`src/hw/pvc_pkg.sv`:
```
// Package of register offsets, fields and timing constants for the PLL VCO calibration control
// What this block does
// - Reference select bit clear picks crystal input; set disables that option.
// - Pump current code bits 3..0, current is (code+1) times 300 uA.
// - Bleed current code is 8 bits, current is code times 3.75 uA.
// - Lock status bit 0 reads one while digital lock detect declares lock.
// - Output pin carries lock detect when enabled and selector equals one.
// - Writing integer low register launches VCO autocalibration.
// - Calibration runs settle timeout, band selection, then loop settling.
// - Settle wait is coarse times 1024 plus fine PHASE_FREQUENCY_DETECTOR cycles.
// - Coarse timeout in 0x218[4:0]; fine split 0x21C[7:0], 0x21D[1:0].
// - Band clock is PHASE_FREQUENCY_DETECTOR clock divided by 8-bit divisor 1..255.
// - Each band step takes 16 band clocks; a search has 11 steps.
// - Chosen band readable in 0x248 bits 7..1 after lock.
// - Pump current setting takes effect on integer low write; band clock divisor applies at once.
package pvc_pkg;
  localparam logic [11:0] ADDR_MUX_EN = 12'h120;
  localparam logic [11:0] ADDR_REF_MODE = 12'h129;
  localparam logic [11:0] ADDR_INT_LOW = 12'h200;
  localparam logic [11:0] ADDR_LOCK_WIN = 12'h214;
  localparam logic [11:0] ADDR_TO_COARSE = 12'h218;
  localparam logic [11:0] ADDR_TO_FINE_LO = 12'h21c;
  localparam logic [11:0] ADDR_TO_FINE_HI = 12'h21d;
  localparam logic [11:0] ADDR_BAND_DIV = 12'h21e;
  localparam logic [11:0] ADDR_BLEED_CTL = 12'h22d;
  localparam logic [11:0] ADDR_PUMP_CODE = 12'h22e;
  localparam logic [11:0] ADDR_BLEED_CODE = 12'h22f;
  localparam logic [11:0] ADDR_BAND_RB = 12'h248;
  localparam logic [11:0] ADDR_LOCK_STAT = 12'h24d;
  localparam logic [11:0] ADDR_MUX_OUTPUT_SELECT = 12'h24e;
  localparam int MUX_EN_BIT = 7;
  localparam int REF_SEL_BIT = 1;
  localparam int BLEED_EN_BIT = 0;
  localparam int LOCK_BIT = 0;
  localparam logic [7:0] MUX_OUTPUT_SELECT_LOCK = 8'h01;
  localparam logic [7:0] RST_MUX_EN = 8'h00;
  localparam logic [7:0] RST_REF_MODE = 8'h00;
  localparam logic [7:0] RST_INT_LOW = 8'h00;
  localparam logic [7:0] RST_LOCK_WIN = 8'h00;
  localparam logic [7:0] RST_TO_COARSE = 8'h02;
  localparam logic [7:0] RST_TO_FINE_LO = 8'h02;
  localparam logic [7:0] RST_TO_FINE_HI = 8'h00;
  localparam logic [7:0] RST_BAND_DIV = 8'h01;
  localparam logic [7:0] RST_BLEED_CTL = 8'h00;
  localparam logic [7:0] RST_PUMP_CODE = 8'h04;
  localparam logic [7:0] RST_BLEED_CODE = 8'h04;
  localparam logic [7:0] RST_MUX_OUTPUT_SELECT = 8'h00;
  localparam int COARSE_SHIFT = 10;
  localparam logic [4:0] STEP_CLOCKS = 5'h10;
  localparam logic [3:0] BAND_STEPS = 4'hb;
  localparam int BAND_W = 7;
  localparam logic [15:0] LOOP_SETTLE_CYC = 16'h0100;
endpackage

```
`src/hw/pvc_band_clock.sv`:
```
// Divider producing the band selection clock tick from the PHASE_FREQUENCY_DETECTOR clock
`timescale 1ns/1ps
module pvc_band_clock (
  // Clock and reset
  input wire logic ref_clk,
  input wire logic rst_b,
  // Control
  input wire logic run,
  input wire logic [7:0] divisor,
  // Tick
  output logic tick
);
  logic [7:0] cnt_r;
  logic [7:0] lim;

  // Divisor zero treated as one
  assign lim = (divisor == 8'h00) ? 8'h01 : divisor;

  always_ff @(posedge ref_clk or negedge rst_b) begin
    if (!rst_b) begin
      cnt_r <= 8'h00;
      tick <= 1'b0;
    end else if (!run) begin
      cnt_r <= 8'h00;
      tick <= 1'b0;
    end else if (cnt_r + 8'h01 >= lim) begin
      cnt_r <= 8'h00;
      tick <= 1'b1;
    end else begin
      cnt_r <= cnt_r + 8'h01;
      tick <= 1'b0;
    end
  end

  tick_spacing_a: assert property (@(posedge ref_clk) disable iff (!rst_b)
    tick && run && $stable(divisor) && divisor > 8'h01 |=> !tick)
    else $error("band tick too frequent");
endmodule

```
`src/hw/pvc_settle_timer.sv`:
```
// Settle timeout counter: coarse times 1024 plus fine PHASE_FREQUENCY_DETECTOR cycles
`timescale 1ns/1ps
module pvc_settle_timer (
  // Clock and reset
  input wire logic ref_clk,
  input wire logic rst_b,
  // Control
  input wire logic start,
  input wire logic [4:0] coarse,
  input wire logic [9:0] fine,
  // Status
  output logic done
);
  logic [15:0] left_r;
  logic busy_r;
  logic [15:0] total;
  logic [15:0] elapsed_r;
  logic [15:0] want_r;

  assign total = {1'b0, coarse, 10'h000} + {6'h00, fine};

  always_ff @(posedge ref_clk or negedge rst_b) begin
    if (!rst_b) begin
      left_r <= 16'h0000;
      busy_r <= 1'b0;
      done <= 1'b0;
    end else if (start) begin
      left_r <= (total == 16'h0000) ? 16'h0001 : total;
      busy_r <= 1'b1;
      done <= 1'b0;
    end else if (busy_r && left_r == 16'h0001) begin
      left_r <= 16'h0000;
      busy_r <= 1'b0;
      done <= 1'b1;
    end else begin
      left_r <= busy_r ? left_r - 16'h0001 : left_r;
      done <= 1'b0;
    end
  end

  // Separate cycle count since start, used only by the length check
  always_ff @(posedge ref_clk or negedge rst_b) begin
    if (!rst_b) begin
      elapsed_r <= 16'h0000;
      want_r <= 16'h0000;
    end else if (start) begin
      elapsed_r <= 16'h0000;
      want_r <= (total == 16'h0000) ? 16'h0001 : total;
    end else begin
      elapsed_r <= elapsed_r + 16'h0001;
    end
  end

  settle_len_a: assert property (@(posedge ref_clk) disable iff (!rst_b)
    done |-> elapsed_r == want_r)
    else $error("settle length wrong");
endmodule

```
`src/hw/pvc_top.sv`:
```
// Register file, lock routing and VCO autocalibration sequencer
`timescale 1ns/1ps
module pvc_top (
  // Clock and reset
  input wire logic ref_clk,
  input wire logic rst_b,
  // Register port
  input wire logic regWrite,
  input wire logic regRead,
  input wire logic [11:0] regAddr,
  input wire logic [7:0] regWdata,
  output logic [7:0] regRdata,
  // Analog side
  input wire logic lockDetect,
  input wire logic [6:0] bandCompare,
  output logic [3:0] pumpCurrentCode,
  output logic [7:0] bleedCurrentCode,
  output logic bleedEnable,
  output logic refBufferModeSel,
  output logic [1:0] lockWindowBias,
  output logic [1:0] lockWindowPrecision,
  // Calibration status
  output logic calBusy,
  output logic [6:0] bandTrial,
  // Multiplexed output pin
  output logic multiplexedOutputPin
);
  typedef enum logic [1:0] {CAL_IDLE, CAL_SETTLE, CAL_BAND, CAL_LOOP} pvc_cal_e;

  // ------------------------------------------------------------
  // Register file
  // ------------------------------------------------------------
  logic [7:0] muxEn_r, refMode_r, lockWin_r, toCoarse_r, toFineLo_r, toFineHi_r;
  logic [7:0] bandDiv_r, bleedCtl_r, pumpShadow_r, bleedCode_r, muxSel_r;
  logic [3:0] pumpActive_r;
  logic [6:0] band_r;
  logic intLowWr;

  function automatic logic hit(input logic [11:0] a, input logic [11:0] b);
    return a == b;
  endfunction

  assign intLowWr = regWrite && hit(regAddr, pvc_pkg::ADDR_INT_LOW);

  always_ff @(posedge ref_clk or negedge rst_b) begin
    if (!rst_b) begin
      muxEn_r <= pvc_pkg::RST_MUX_EN;
      refMode_r <= pvc_pkg::RST_REF_MODE;
      lockWin_r <= pvc_pkg::RST_LOCK_WIN;
      toCoarse_r <= pvc_pkg::RST_TO_COARSE;
      toFineLo_r <= pvc_pkg::RST_TO_FINE_LO;
      toFineHi_r <= pvc_pkg::RST_TO_FINE_HI;
      bandDiv_r <= pvc_pkg::RST_BAND_DIV;
      bleedCtl_r <= pvc_pkg::RST_BLEED_CTL;
      pumpShadow_r <= pvc_pkg::RST_PUMP_CODE;
      bleedCode_r <= pvc_pkg::RST_BLEED_CODE;
      muxSel_r <= pvc_pkg::RST_MUX_OUTPUT_SELECT;
    end else if (regWrite) begin
      unique case (regAddr)
        pvc_pkg::ADDR_MUX_EN: muxEn_r <= regWdata;
        pvc_pkg::ADDR_REF_MODE: refMode_r <= regWdata;
        pvc_pkg::ADDR_LOCK_WIN: lockWin_r <= regWdata;
        pvc_pkg::ADDR_TO_COARSE: toCoarse_r <= regWdata;
        pvc_pkg::ADDR_TO_FINE_LO: toFineLo_r <= regWdata;
        pvc_pkg::ADDR_TO_FINE_HI: toFineHi_r <= regWdata;
        pvc_pkg::ADDR_BAND_DIV: bandDiv_r <= regWdata;
        pvc_pkg::ADDR_BLEED_CTL: bleedCtl_r <= regWdata;
        pvc_pkg::ADDR_PUMP_CODE: pumpShadow_r <= regWdata;
        pvc_pkg::ADDR_BLEED_CODE: bleedCode_r <= regWdata;
        pvc_pkg::ADDR_MUX_OUTPUT_SELECT: muxSel_r <= regWdata;
        default: ;
      endcase
    end
  end

  // Pump current shadow applied only by the integer low write
  always_ff @(posedge ref_clk or negedge rst_b) begin
    if (!rst_b) begin
      pumpActive_r <= pvc_pkg::RST_PUMP_CODE[3:0];
    end else if (intLowWr) begin
      pumpActive_r <= pumpShadow_r[3:0];
    end
  end

  always_ff @(posedge ref_clk or negedge rst_b) begin
    if (!rst_b) begin
      regRdata <= 8'h00;
    end else if (regRead) begin
      unique case (regAddr)
        pvc_pkg::ADDR_MUX_EN: regRdata <= muxEn_r;
        pvc_pkg::ADDR_REF_MODE: regRdata <= refMode_r;
        pvc_pkg::ADDR_LOCK_WIN: regRdata <= lockWin_r;
        pvc_pkg::ADDR_TO_COARSE: regRdata <= toCoarse_r;
        pvc_pkg::ADDR_TO_FINE_LO: regRdata <= toFineLo_r;
        pvc_pkg::ADDR_TO_FINE_HI: regRdata <= toFineHi_r;
        pvc_pkg::ADDR_BAND_DIV: regRdata <= bandDiv_r;
        pvc_pkg::ADDR_BLEED_CTL: regRdata <= bleedCtl_r;
        pvc_pkg::ADDR_PUMP_CODE: regRdata <= pumpShadow_r;
        pvc_pkg::ADDR_BLEED_CODE: regRdata <= bleedCode_r;
        pvc_pkg::ADDR_MUX_OUTPUT_SELECT: regRdata <= muxSel_r;
        pvc_pkg::ADDR_BAND_RB: regRdata <= {band_r, 1'b0};
        pvc_pkg::ADDR_LOCK_STAT: regRdata <= {7'h00, lockDetect};
        default: regRdata <= 8'h00;
      endcase
    end
  end

  // ------------------------------------------------------------
  // Analog controls and output pin
  // ------------------------------------------------------------
  assign pumpCurrentCode = pumpActive_r;
  assign bleedCurrentCode = bleedCode_r;
  assign bleedEnable = bleedCtl_r[pvc_pkg::BLEED_EN_BIT];
  assign refBufferModeSel = refMode_r[pvc_pkg::REF_SEL_BIT];
  assign lockWindowBias = lockWin_r[1:0];
  assign lockWindowPrecision = lockWin_r[3:2];

  always_ff @(posedge ref_clk or negedge rst_b) begin
    if (!rst_b) begin
      multiplexedOutputPin <= 1'b0;
    end else begin
      multiplexedOutputPin <= muxEn_r[pvc_pkg::MUX_EN_BIT]
        && muxSel_r == pvc_pkg::MUX_OUTPUT_SELECT_LOCK && lockDetect;
    end
  end

  // ------------------------------------------------------------
  // Calibration sequencer
  // ------------------------------------------------------------
  pvc_cal_e state_r;
  logic settleDone, bandTick;
  logic [4:0] stepClk_r;
  logic [3:0] step_r;
  logic [15:0] loopCnt_r;

  pvc_settle_timer settle_timer (
    .ref_clk(ref_clk),
    .rst_b(rst_b),
    .start(intLowWr),
    .coarse(toCoarse_r[4:0]),
    .fine({toFineHi_r[1:0], toFineLo_r}),
    .done(settleDone)
  );

  pvc_band_clock band_clock (
    .ref_clk(ref_clk),
    .rst_b(rst_b),
    .run(state_r == CAL_BAND),
    .divisor(bandDiv_r),
    .tick(bandTick)
  );

  always_ff @(posedge ref_clk or negedge rst_b) begin
    if (!rst_b) begin
      state_r <= CAL_IDLE;
      stepClk_r <= 5'h00;
      step_r <= 4'h0;
      loopCnt_r <= 16'h0000;
      band_r <= 7'h00;
      bandTrial <= 7'h00;
    end else if (intLowWr) begin
      state_r <= CAL_SETTLE;
      stepClk_r <= 5'h00;
      step_r <= 4'h0;
    end else begin
      unique case (state_r)
        CAL_IDLE: ;
        CAL_SETTLE: begin
          if (settleDone) begin
            state_r <= CAL_BAND;
            bandTrial <= 7'h40;
          end
        end
        CAL_BAND: begin
          if (bandTick) begin
            if (stepClk_r == pvc_pkg::STEP_CLOCKS - 5'h01) begin
              stepClk_r <= 5'h00;
              step_r <= step_r + 4'h1;
              if (step_r < 4'h7) begin
                bandTrial <= bandCompare;
              end
              if (step_r == pvc_pkg::BAND_STEPS - 4'h1) begin
                band_r <= bandTrial;
                state_r <= CAL_LOOP;
                loopCnt_r <= pvc_pkg::LOOP_SETTLE_CYC;
              end
            end else begin
              stepClk_r <= stepClk_r + 5'h01;
            end
          end
        end
        CAL_LOOP: begin
          loopCnt_r <= loopCnt_r - 16'h0001;
          if (loopCnt_r == 16'h0001) begin
            state_r <= CAL_IDLE;
          end
        end
      endcase
    end
  end

  assign calBusy = state_r != CAL_IDLE;

  // ------------------------------------------------------------
  // Checks
  // ------------------------------------------------------------
  launch_cal_a: assert property (@(posedge ref_clk) disable iff (!rst_b)
    intLowWr |=> state_r == CAL_SETTLE)
    else $error("integer low write did not launch calibration");
  restart_cal_a: assert property (@(posedge ref_clk) disable iff (!rst_b)
    intLowWr && state_r != CAL_IDLE |=> state_r == CAL_SETTLE && step_r == 4'h0)
    else $error("calibration not restarted");
  phase_order_a: assert property (@(posedge ref_clk) disable iff (!rst_b)
    state_r == CAL_BAND && !intLowWr |=> state_r inside {CAL_BAND, CAL_LOOP})
    else $error("band phase left wrongly");
  settle_to_band_a: assert property (@(posedge ref_clk) disable iff (!rst_b)
    state_r == CAL_SETTLE && settleDone && !intLowWr |=> state_r == CAL_BAND)
    else $error("settle did not advance");
  step_count_a: assert property (@(posedge ref_clk) disable iff (!rst_b)
    state_r == CAL_BAND |-> step_r < pvc_pkg::BAND_STEPS)
    else $error("too many band steps");
  pump_hold_a: assert property (@(posedge ref_clk) disable iff (!rst_b)
    !intLowWr |=> $stable(pumpCurrentCode))
    else $error("pump code changed without integer write");
  lock_read_a: assert property (@(posedge ref_clk) disable iff (!rst_b)
    regRead && regAddr == pvc_pkg::ADDR_LOCK_STAT |=> regRdata == {7'h00, $past(lockDetect)})
    else $error("lock status readback wrong");
  mux_pin_a: assert property (@(posedge ref_clk) disable iff (!rst_b)
    multiplexedOutputPin |-> $past(lockDetect) && $past(muxSel_r) == 8'h01)
    else $error("output pin without lock selection");
  band_rb_a: assert property (@(posedge ref_clk) disable iff (!rst_b)
    regRead && regAddr == pvc_pkg::ADDR_BAND_RB |=> regRdata[0] == 1'b0)
    else $error("band readback low bit set");
  bleed_map_a: assert property (@(posedge ref_clk) disable iff (!rst_b)
    regWrite && regAddr == pvc_pkg::ADDR_BLEED_CODE |=> bleedCurrentCode == $past(regWdata))
    else $error("bleed code not applied");

  cal_done_c: cover property (@(posedge ref_clk) disable iff (!rst_b)
    state_r == CAL_LOOP ##1 state_r == CAL_IDLE);
  restart_c: cover property (@(posedge ref_clk) disable iff (!rst_b)
    state_r == CAL_SETTLE && intLowWr);
  pin_c: cover property (@(posedge ref_clk) disable iff (!rst_b) multiplexedOutputPin);
endmodule

```
`config.mk`:
```
export PLATFORM = sky130hd
export DESIGN_NAME = pvc_top
export DESIGN_NICKNAME = d
export VERILOG_FILES = /design/src/hw/pvc_pkg.sv /design/src/hw/pvc_band_clock.sv /design/src/hw/pvc_settle_timer.sv /design/src/hw/pvc_top.sv
export SDC_FILE = /design/constraint.sdc
export NUM_CORES = 1
export LEC_CHECK = 0
export BUFFER_PORTS_ARGS = -buffer_cell sky130_fd_sc_hd__buf_4
export CAP_MARGIN = 30
export CORE_ASPECT_RATIO = 1.75
export CORE_MARGIN = 3
export CORE_UTILIZATION = 30
export DETAILED_ROUTE_END_ITERATION = 16
export PLACE_DENSITY = 0.5
export SLEW_MARGIN = 20
export SYNTH_ARGS = -nofsm -noshare
export SYNTH_HDL_FRONTEND = slang
export SYNTH_SLANG_ARGS = --single-unit
```
`constraint.sdc`:
```
create_clock -name ref_clk -period 2.2 [get_ports ref_clk]
set_input_delay 0.22 -clock ref_clk [delete_from_list [all_inputs] [get_ports ref_clk]]
set_output_delay 0.22 -clock ref_clk [all_outputs]
set_load 0.03 [all_outputs]
```
==> flow_summary_export.csv, run 1 <==
group,metric,value,unit
synth,syn_inst,824,
floorplan,die_w,135,um
floorplan,die_area,0.0314,sq mm
route,dr.first_iter.drc_count,430,
power_and_ir_drop,ir_drop,0.566,mV
placed_design,portBuffers,66,
worst_setup_path,cp-start-kind,"register",
final_layout,diodes,0,
timing,setup_viol,0,
synth,yosysSeqAreaShare,48.3,%
power_and_ir_drop,p_seq_share,47.9,%
timing,worstMarginPinSlew,0.480,ns
synth,synth_top_area_share,46.5,%
final_layout,area_delta_synth_final,24.2,%
power_and_ir_drop,clock_power_share,43.2,%
synth,syn_area_per_cell,10.6,sq um
floorplan,start_util,30.5,%
timing,final.setup_skew,0.0115,ns
worst_setup_path,cp.arrival,2.50,ns
floorplan,core_area,0.0287,sq mm
worst_hold_path,min_path_type,"in2reg",
timing,period_share,96.2,%
timing,max_freq,0.472,GHz
synth,synth_edf_count,0,
timing,fin_tns_setup,0,ns
worst_setup_path,crit_required,2.58,ns
timing,slew_headroom,67.7,%
timing,rsz0062_at_grt,"yes",
global_routing,antenna_found_initial,0,
synth,synthDistinctLibCells,73,
synth,synth_top_area_cell,"dfrtp_1",
synth,ys.flop_type,"dfrtp_1",
worst_setup_path,crit_path_end_kind,"register",
worst_setup_path,worstSetupPathType,"reg2reg",
synth,synth-seq-cells,169,
global_routing,grt_max_degree,56,
synth,synth_area,0.00877,sq mm
worst_setup_path,slowest_stage,"dfrtp_1",
final_layout,fin_nets,989,
worst_setup_path,path_common_cell,"a21o_1",
power_and_ir_drop,p_sw,1.87,mW
worst_setup_path,critPathMaxFanout,7,
floorplan,row_count,82,
cts,cts_root_buf,"clkbuf_16",
synth,synth.area.top_cells,"dfrtp_1 (47%), mux2_2 (12%), nand2_1 (3.0%)",
placed_design,globalplace.congestion,0.934,
timing,finalMaxSlewViolations,0,
synth,syn_nets,872,
final_layout,final_layout_size_suffix_gt1_share,34.6,%
final_layout,largestRegisters,"loopCnt_r: 16 flops, settle_timer.left_r: 16 flops",
timing,final-hold-violation-count,0,
cts,clk_latency,0.45,ns
power_and_ir_drop,switching_share,26.9,%
synth,async_flop_share,100,%
cts,cts-buffers-inserted,17,
cts,cts_tree,"done",
status,status,"finished clean",
worst_setup_path,crit_family,"compound AO/OA/AOI/OAI gates",
power_and_ir_drop,intPower,5.08,mW
floorplan,chipHeight,232,um
floorplan,ios,67,
power_and_ir_drop,p_per_area,639,mW/mm^2
synth,ys_warn_count,0,
global_routing,globalRoute.totalOverflow,0,
route,firstDrtPassIters,5,
route,drc,0,
route,routed_wl,26900,um
cts,clockBufferDepth,2,
worst_setup_path,cp_num_buf_inv,1,
power_and_ir_drop,leakage,4.82,nW
global_routing,grt_pass1_wl,41400,um
placed_design,hpwlAfterDp,20100,um
cts,htree_levels,4,
placed_design,place_ws,-0.00840,ns
route,routedWlPerCell,20.2,um
job,cap_viol_max_count,0,
worst_setup_path,cpPeakStageDelay,0.39,ns
route,post_drt_via_cell_ratio,5.13,
power_and_ir_drop,p_comb_share,9.0,%
cts,cts_num_sinks,169,
timing,fin_hold_ws,0.0590,ns
route,postRouteAntennaNets,0,
global_routing,grt_pass1_vias,7149,
worst_setup_path,path_cells,"nor4_2 > a41o_1 > ha_1 > nand2b_4 > a21o_1 > a21o_1 > a21oi_2 > o211ai_1 > buf_4 > nor2_2",
route,via_count,6833,
global_routing,grt_usage,17.5,%
cts,clkTransAtPathRegs,0.07,ns
timing,period_needed,2.12,ns
timing,layout_setup_ws,0.0827,ns
## final timing paths
path / start / cells past startpoint / to / slack [ns]
worst max-delay path: bandDiv_r[6]$_DFFE_PN0P_ / 10 / band_clock.cnt_r[1]$_DFF_PN0_ / 0.08
worst min-delay path: bandCompare[6] / 3 / bandTrial[6]$_DFFE_PN0P_ / 0.06
worst max register to register: bandDiv_r[6]$_DFFE_PN0P_ / 10 / band_clock.cnt_r[1]$_DFF_PN0_ / 0.08
worst min register to register: pumpShadow_r[2]$_DFFE_PN1P_ / 2 / pumpCurrentCode[2]$_DFFE_PN1P_ / 0.47
max in group asynchronous: rst_b / 3 / bandDiv_r[0]$_DFFE_PN1P_ / 1.20
min in group asynchronous: rst_b / 2 / settle_timer.left_r[9]$_DFFE_PN0P_ / 0.27
## layout make-up
class	instances	area (sq um)
Fill cell	2881	17800
Multi-Input combinational cell	578	4300
Sequential cell	169	4240
Timing Repair Buffer	151	1220
Tap cell	378	473
Clock buffer	19	443
Clock inverter	13	133
Inverter	24	90.1
## synthesized netlist by cell type, drive strengths merged, types with 21 or more instances
cell,number
dfrtp,163
mux2,102
nand2,73
nor2,66
o21ai,37
a21oi,30
buf,30
nor3,26
nand3,25
inv,24
clkbuf,23
a22oi,21
## layer usage
metal / share of wire, % / global-route usage [%]
met1: 38 / 19.2
met4: 5.1 / 9.43
met5: 0 / 0
met3: 3.6 / 2.80
met2: 53 / 31.9
## repair_timing
action | in CTS | in global routing
setup buffers | 1 | 2
gates resized for setup | 1 | 23
endpoints found under the hold margin | 44 | 0
pin swaps | 5 | 20
hold buffers | 7 | 0
setup endpoints to repair | 7 | 33
## cell families (layout without fill, tap and decap cells)
logic type	count (synthesis)	after routing	synth area share, %
AO/OA/AOI/OAI	147	147	11.0
XOR/XNOR	22	22	2.20
adder cells (fa/ha/maj)	16	16	2.28
buffers and inverters	77	207	4.04
flip-flops	169	169	48.3
multiplexers	106	106	13.9
AND/OR/NAND/NOR	287	287	18.2
## cell usage in the layout, fill, tap and decap left out, types with 6 or more instances in the layout
cell type / count
ha_1: 15
nand3_2: 6
nor3_1: 23
nor2_1: 58
mux2_2: 91
clkbuf_16: 17
nor2b_1: 6
nor4_1: 11
nand3_1: 18
inv_1: 24
buf_4: 138
nand2b_1: 6
or3_1: 8
a21oi_1: 28
nor2_2: 7
a22oi_1: 21
a31oi_1: 12
dlygate4sd3_1: 7
nand3b_1: 6
mux2_4: 8
dfstp_2: 6
o22ai_1: 7
and2_1: 8
nand2_1: 71
o21ai_0: 37
dfrtp_1: 163
nand4_1: 11
xnor2_1: 17
nor4_2: 8
## through the flow
stage | power (mW) | util [%] | instance area, sq um | instances
4_1_cts | 7.05 | 37.4 | 10800 | 1329
3_5_place_dp | 4.00 | 35.2 | 10100 | 1289
6_report | 6.96 | 37.9 | 10900 | 1332
2_1_floorplan | 3.69 | - | 8770 | 824
3_3_place_gp | 3.98 | 35.2 | 10100 | 1289
5_1_grt | 7.26 | 37.9 | 10900 | 1332
## power groups by stage
stage / clock network, mW / logic [mW] / registers [mW]
final: 3.00 / 0.623 / 3.33
after global routing: 3.21 / 0.700 / 3.35
after CTS: 3.10 / 0.627 / 3.32
after detailed placement: 0 / 0.616 / 3.38
after global placement: 0 / 0.603 / 3.38
after floorplan: 0 / 0.318 / 3.37
## worst min-delay path, delay by kind of cell
| family | cells | cell delay (ns) |
|---|---|---|
| compound gates | 1 | 0.13 |
| buf+inv | 1 | 0.08 |
| simple gates | 1 | 0.03 |
No activity file was read; power rests on OpenSTA's default activity.
==> run 2: changes to the inputs <==
BUFFER_PORTS_ARGS = -buffer_cell sky130_fd_sc_hd__buf_2   (was -buffer_cell sky130_fd_sc_hd__buf_4)
==> flow_summary_export.csv, run 2 (synthesis results as in run 1) <==
group,metric,value,unit
status,violations,"setup timing",
timing,rsz0062_at_grt,"yes",
worst_setup_path,crit_family,"compound AO/OA/AOI/OAI gates",
route,routed_wl,27100,um
final_layout,area_delta_synth_final,24.2,%
placed_design,portBuffers,66,
power_and_ir_drop,p_per_area,630,mW/mm^2
worst_hold_path,hold_end,"bandTrial[6]$_DFFE_PN0P_",
final_layout,layout_common_cells,"dfrtp_1 (163), mux2_2 (91), buf_4 (90), nand2_1 (71), buf_2 (65)",
worst_setup_path,critPathMaxFanout,6,
final_layout,fin_nets,1007,
global_routing,grt_max_degree,52,
global_routing,globalRoute.totalOverflow,0,
final_layout,layout_commonest_cell,"dfrtp_1",
global_routing,grt_pass1_vias,7154,
worst_setup_path,crit_required,2.57,ns
worst_setup_path,slowest_stage,"dfrtp_1",
worst_hold_path,hold_path_depth,3,
timing,final.setup_skew,0.0131,ns
placed_design,hpwlAfterDp,20500,um
timing,finalMaxSlewViolations,0,
route,via_count,6896,
floorplan,row_count,82,
route,dr.first_iter.drc_count,374,
timing,max_freq,0.443,GHz
final_layout,final_layout_size_suffix_gt1_share,35.7,%
placed_design,postPlaceCellArea,0.0100,sq mm
floorplan,chipHeight,232,um
final_layout,largestRegisters,"loopCnt_r: 16 flops, settle_timer.left_r: 16 flops",
global_routing,grt_usage,17.6,%
job,cap_viol_max_count,0,
cts,clockBufferDepth,2,
floorplan,start_util,30.5,%
worst_setup_path,r2r_slack,-0.06,ns
power_and_ir_drop,leakage,4.89,nW
timing,period_needed,2.26,ns
cts,clk_latency,0.45,ns
global_routing,antenna_found_initial,0,
floorplan,die_w,135,um
worst_setup_path,cp_num_buf_inv,1,
global_routing,grt_pass1_wl,41600,um
worst_setup_path,worstSetupPathType,"reg2reg",
worst_setup_path,cp.arrival,2.63,ns
final_layout,diodes,0,
final_layout,nFillCells,2895,
timing,layout_setup_ws,-0.0558,ns
status,status,"complete, but fails checks",
cts,cts_root_buf,"clkbuf_16",
worst_setup_path,crit_path_end_kind,"register",
route,postRouteAntennaNets,0,
cts,clkTransAtPathRegs,0.06,ns
floorplan,ios,67,
worst_setup_path,r2r-start,"band_clock.cnt_r[0]$_DFF_PN0_",
worst_hold_path,min_from,"bandCompare[6]",
timing,fin_tns_setup,-0.182,ns
floorplan,die_area,0.0314,sq mm
timing,worstMarginPinSlew,0.834,ns
power_and_ir_drop,ir_drop,0.541,mV
worst_setup_path,reg2regPathDepth,10,
timing,slew_headroom,43.9,%
worst_setup_path,path_cells,"ha_4 > nand3_4 > nor2_2 > xor2_1 > ha_1 > a21o_1 > a21oi_2 > o211ai_1 > buf_4 > nor2_1",
cts,cts_tree,"done",
route,post_drt_via_cell_ratio,5.11,
cts,cts-buffers-inserted,17,
route,firstDrtPassIters,4,
floorplan,core_area,0.0287,sq mm
cts,htree_levels,4,
timing,setup_viol,5,
placed_design,globalplace.congestion,0.922,
route,drc,0,
timing,period_share,103,%
cts,cts_num_sinks,169,
worst_setup_path,cp-start-kind,"register",
final_layout,postLayoutCellArea,0.0109,sq mm
worst_hold_path,min_path_type,"in2reg",
worst_setup_path,timing.rr.end,"band_clock.cnt_r[6]$_DFF_PN0_",
timing,final-hold-violation-count,0,
route,routedWlPerCell,20.1,um
worst_setup_path,cpPeakStageDelay,0.40,ns
==> run 2: stage by stage <==
| step | hold slack (ns) | instances | total power [mW] | setup WS (ns) | util (%) |
|---|---|---|---|---|---|
| floorplan | -0.0756 | 824 | 3.69 | 0.0425 | - |
| global placement | 0.214 | 1297 | 3.97 | -0.0920 | 34.8 |
| detailed placement | 0.209 | 1297 | 3.98 | -0.116 | 34.8 |
| CTS | 0.0293 | 1346 | 6.96 | 0.00195 | 37.5 |
| global route | 0.0538 | 1350 | 7.17 | -0.211 | 37.9 |
| finish | 0.0534 | 1350 | 6.86 | -0.0558 | 37.9 |
==> run 2: worst reg2reg max path: cells and delay by family, from the launching register on <==
family	cells	cell delay (ns)
AND/OR/NAND/NOR	3	0.32
AO/OA/AOI/OAI	3	0.54
buffers and inverters	1	0.22
flip-flops	1	0.40
XOR/XNOR	1	0.24
adder cells (fa/ha/maj)	2	0.48
==> run 2: worst max path at each step <==
stage                                        startpoint                       endpoint  slack [ns]  cells past startpoint
after floorplan                bandDiv_r[3]$_DFFE_PN0P_      band_clock.tick$_DFF_PN0_        0.04                      9
after global placement                       regAddr[5]      loopCnt_r[14]$_DFFE_PN0P_       -0.09                      8
after detailed placement                     regAddr[5]      loopCnt_r[13]$_DFFE_PN0P_       -0.12                      8
after CTS                      bandDiv_r[6]$_DFFE_PN0P_  band_clock.cnt_r[7]$_DFF_PN0_       0.002                     10
after global routing           bandDiv_r[3]$_DFFE_PN0P_  band_clock.cnt_r[6]$_DFF_PN0_       -0.21                     10
final                     band_clock.cnt_r[0]$_DFF_PN0_  band_clock.cnt_r[6]$_DFF_PN0_       -0.06                     10
==> run 2: final cells by class <==
class	count	area (sq um)	area share [%]
repair buffers	169	1190	11.0
clock inverters	12	114	1.05
well taps	378	473	4.34
inverters	24	90.1	0.827
multi-input cells	578	4340	39.8
flip-flops and latches	169	4240	38.9
clock buffers	20	447	4.10
==> run 2: report_power, final <==
part	total [mW]	switching, mW	internal (mW)
Sequential	3.33	0.121	3.21
Combinational	0.608	0.369	0.239
Clock	2.92	1.32	1.60
Total	6.86	1.81	5.05
==> run 2: repair_timing <==
item                                    in CTS  in global routing
hold buffers                                 7                  0
gates resized for setup                     16                 14
endpoints found under the setup margin      18                 14
endpoints found under the hold margin       49                  0
pin swaps                                   12                 16
setup buffers                               10                  3
gates cloned                                 0                  0
==> run 2: metal layers <==
metal  global-route usage, %  routed length (um)
met5                       0                   0
met4                    8.95                1250
met2                    32.9               14800
met3                    2.54                 757
met1                    18.9               10300
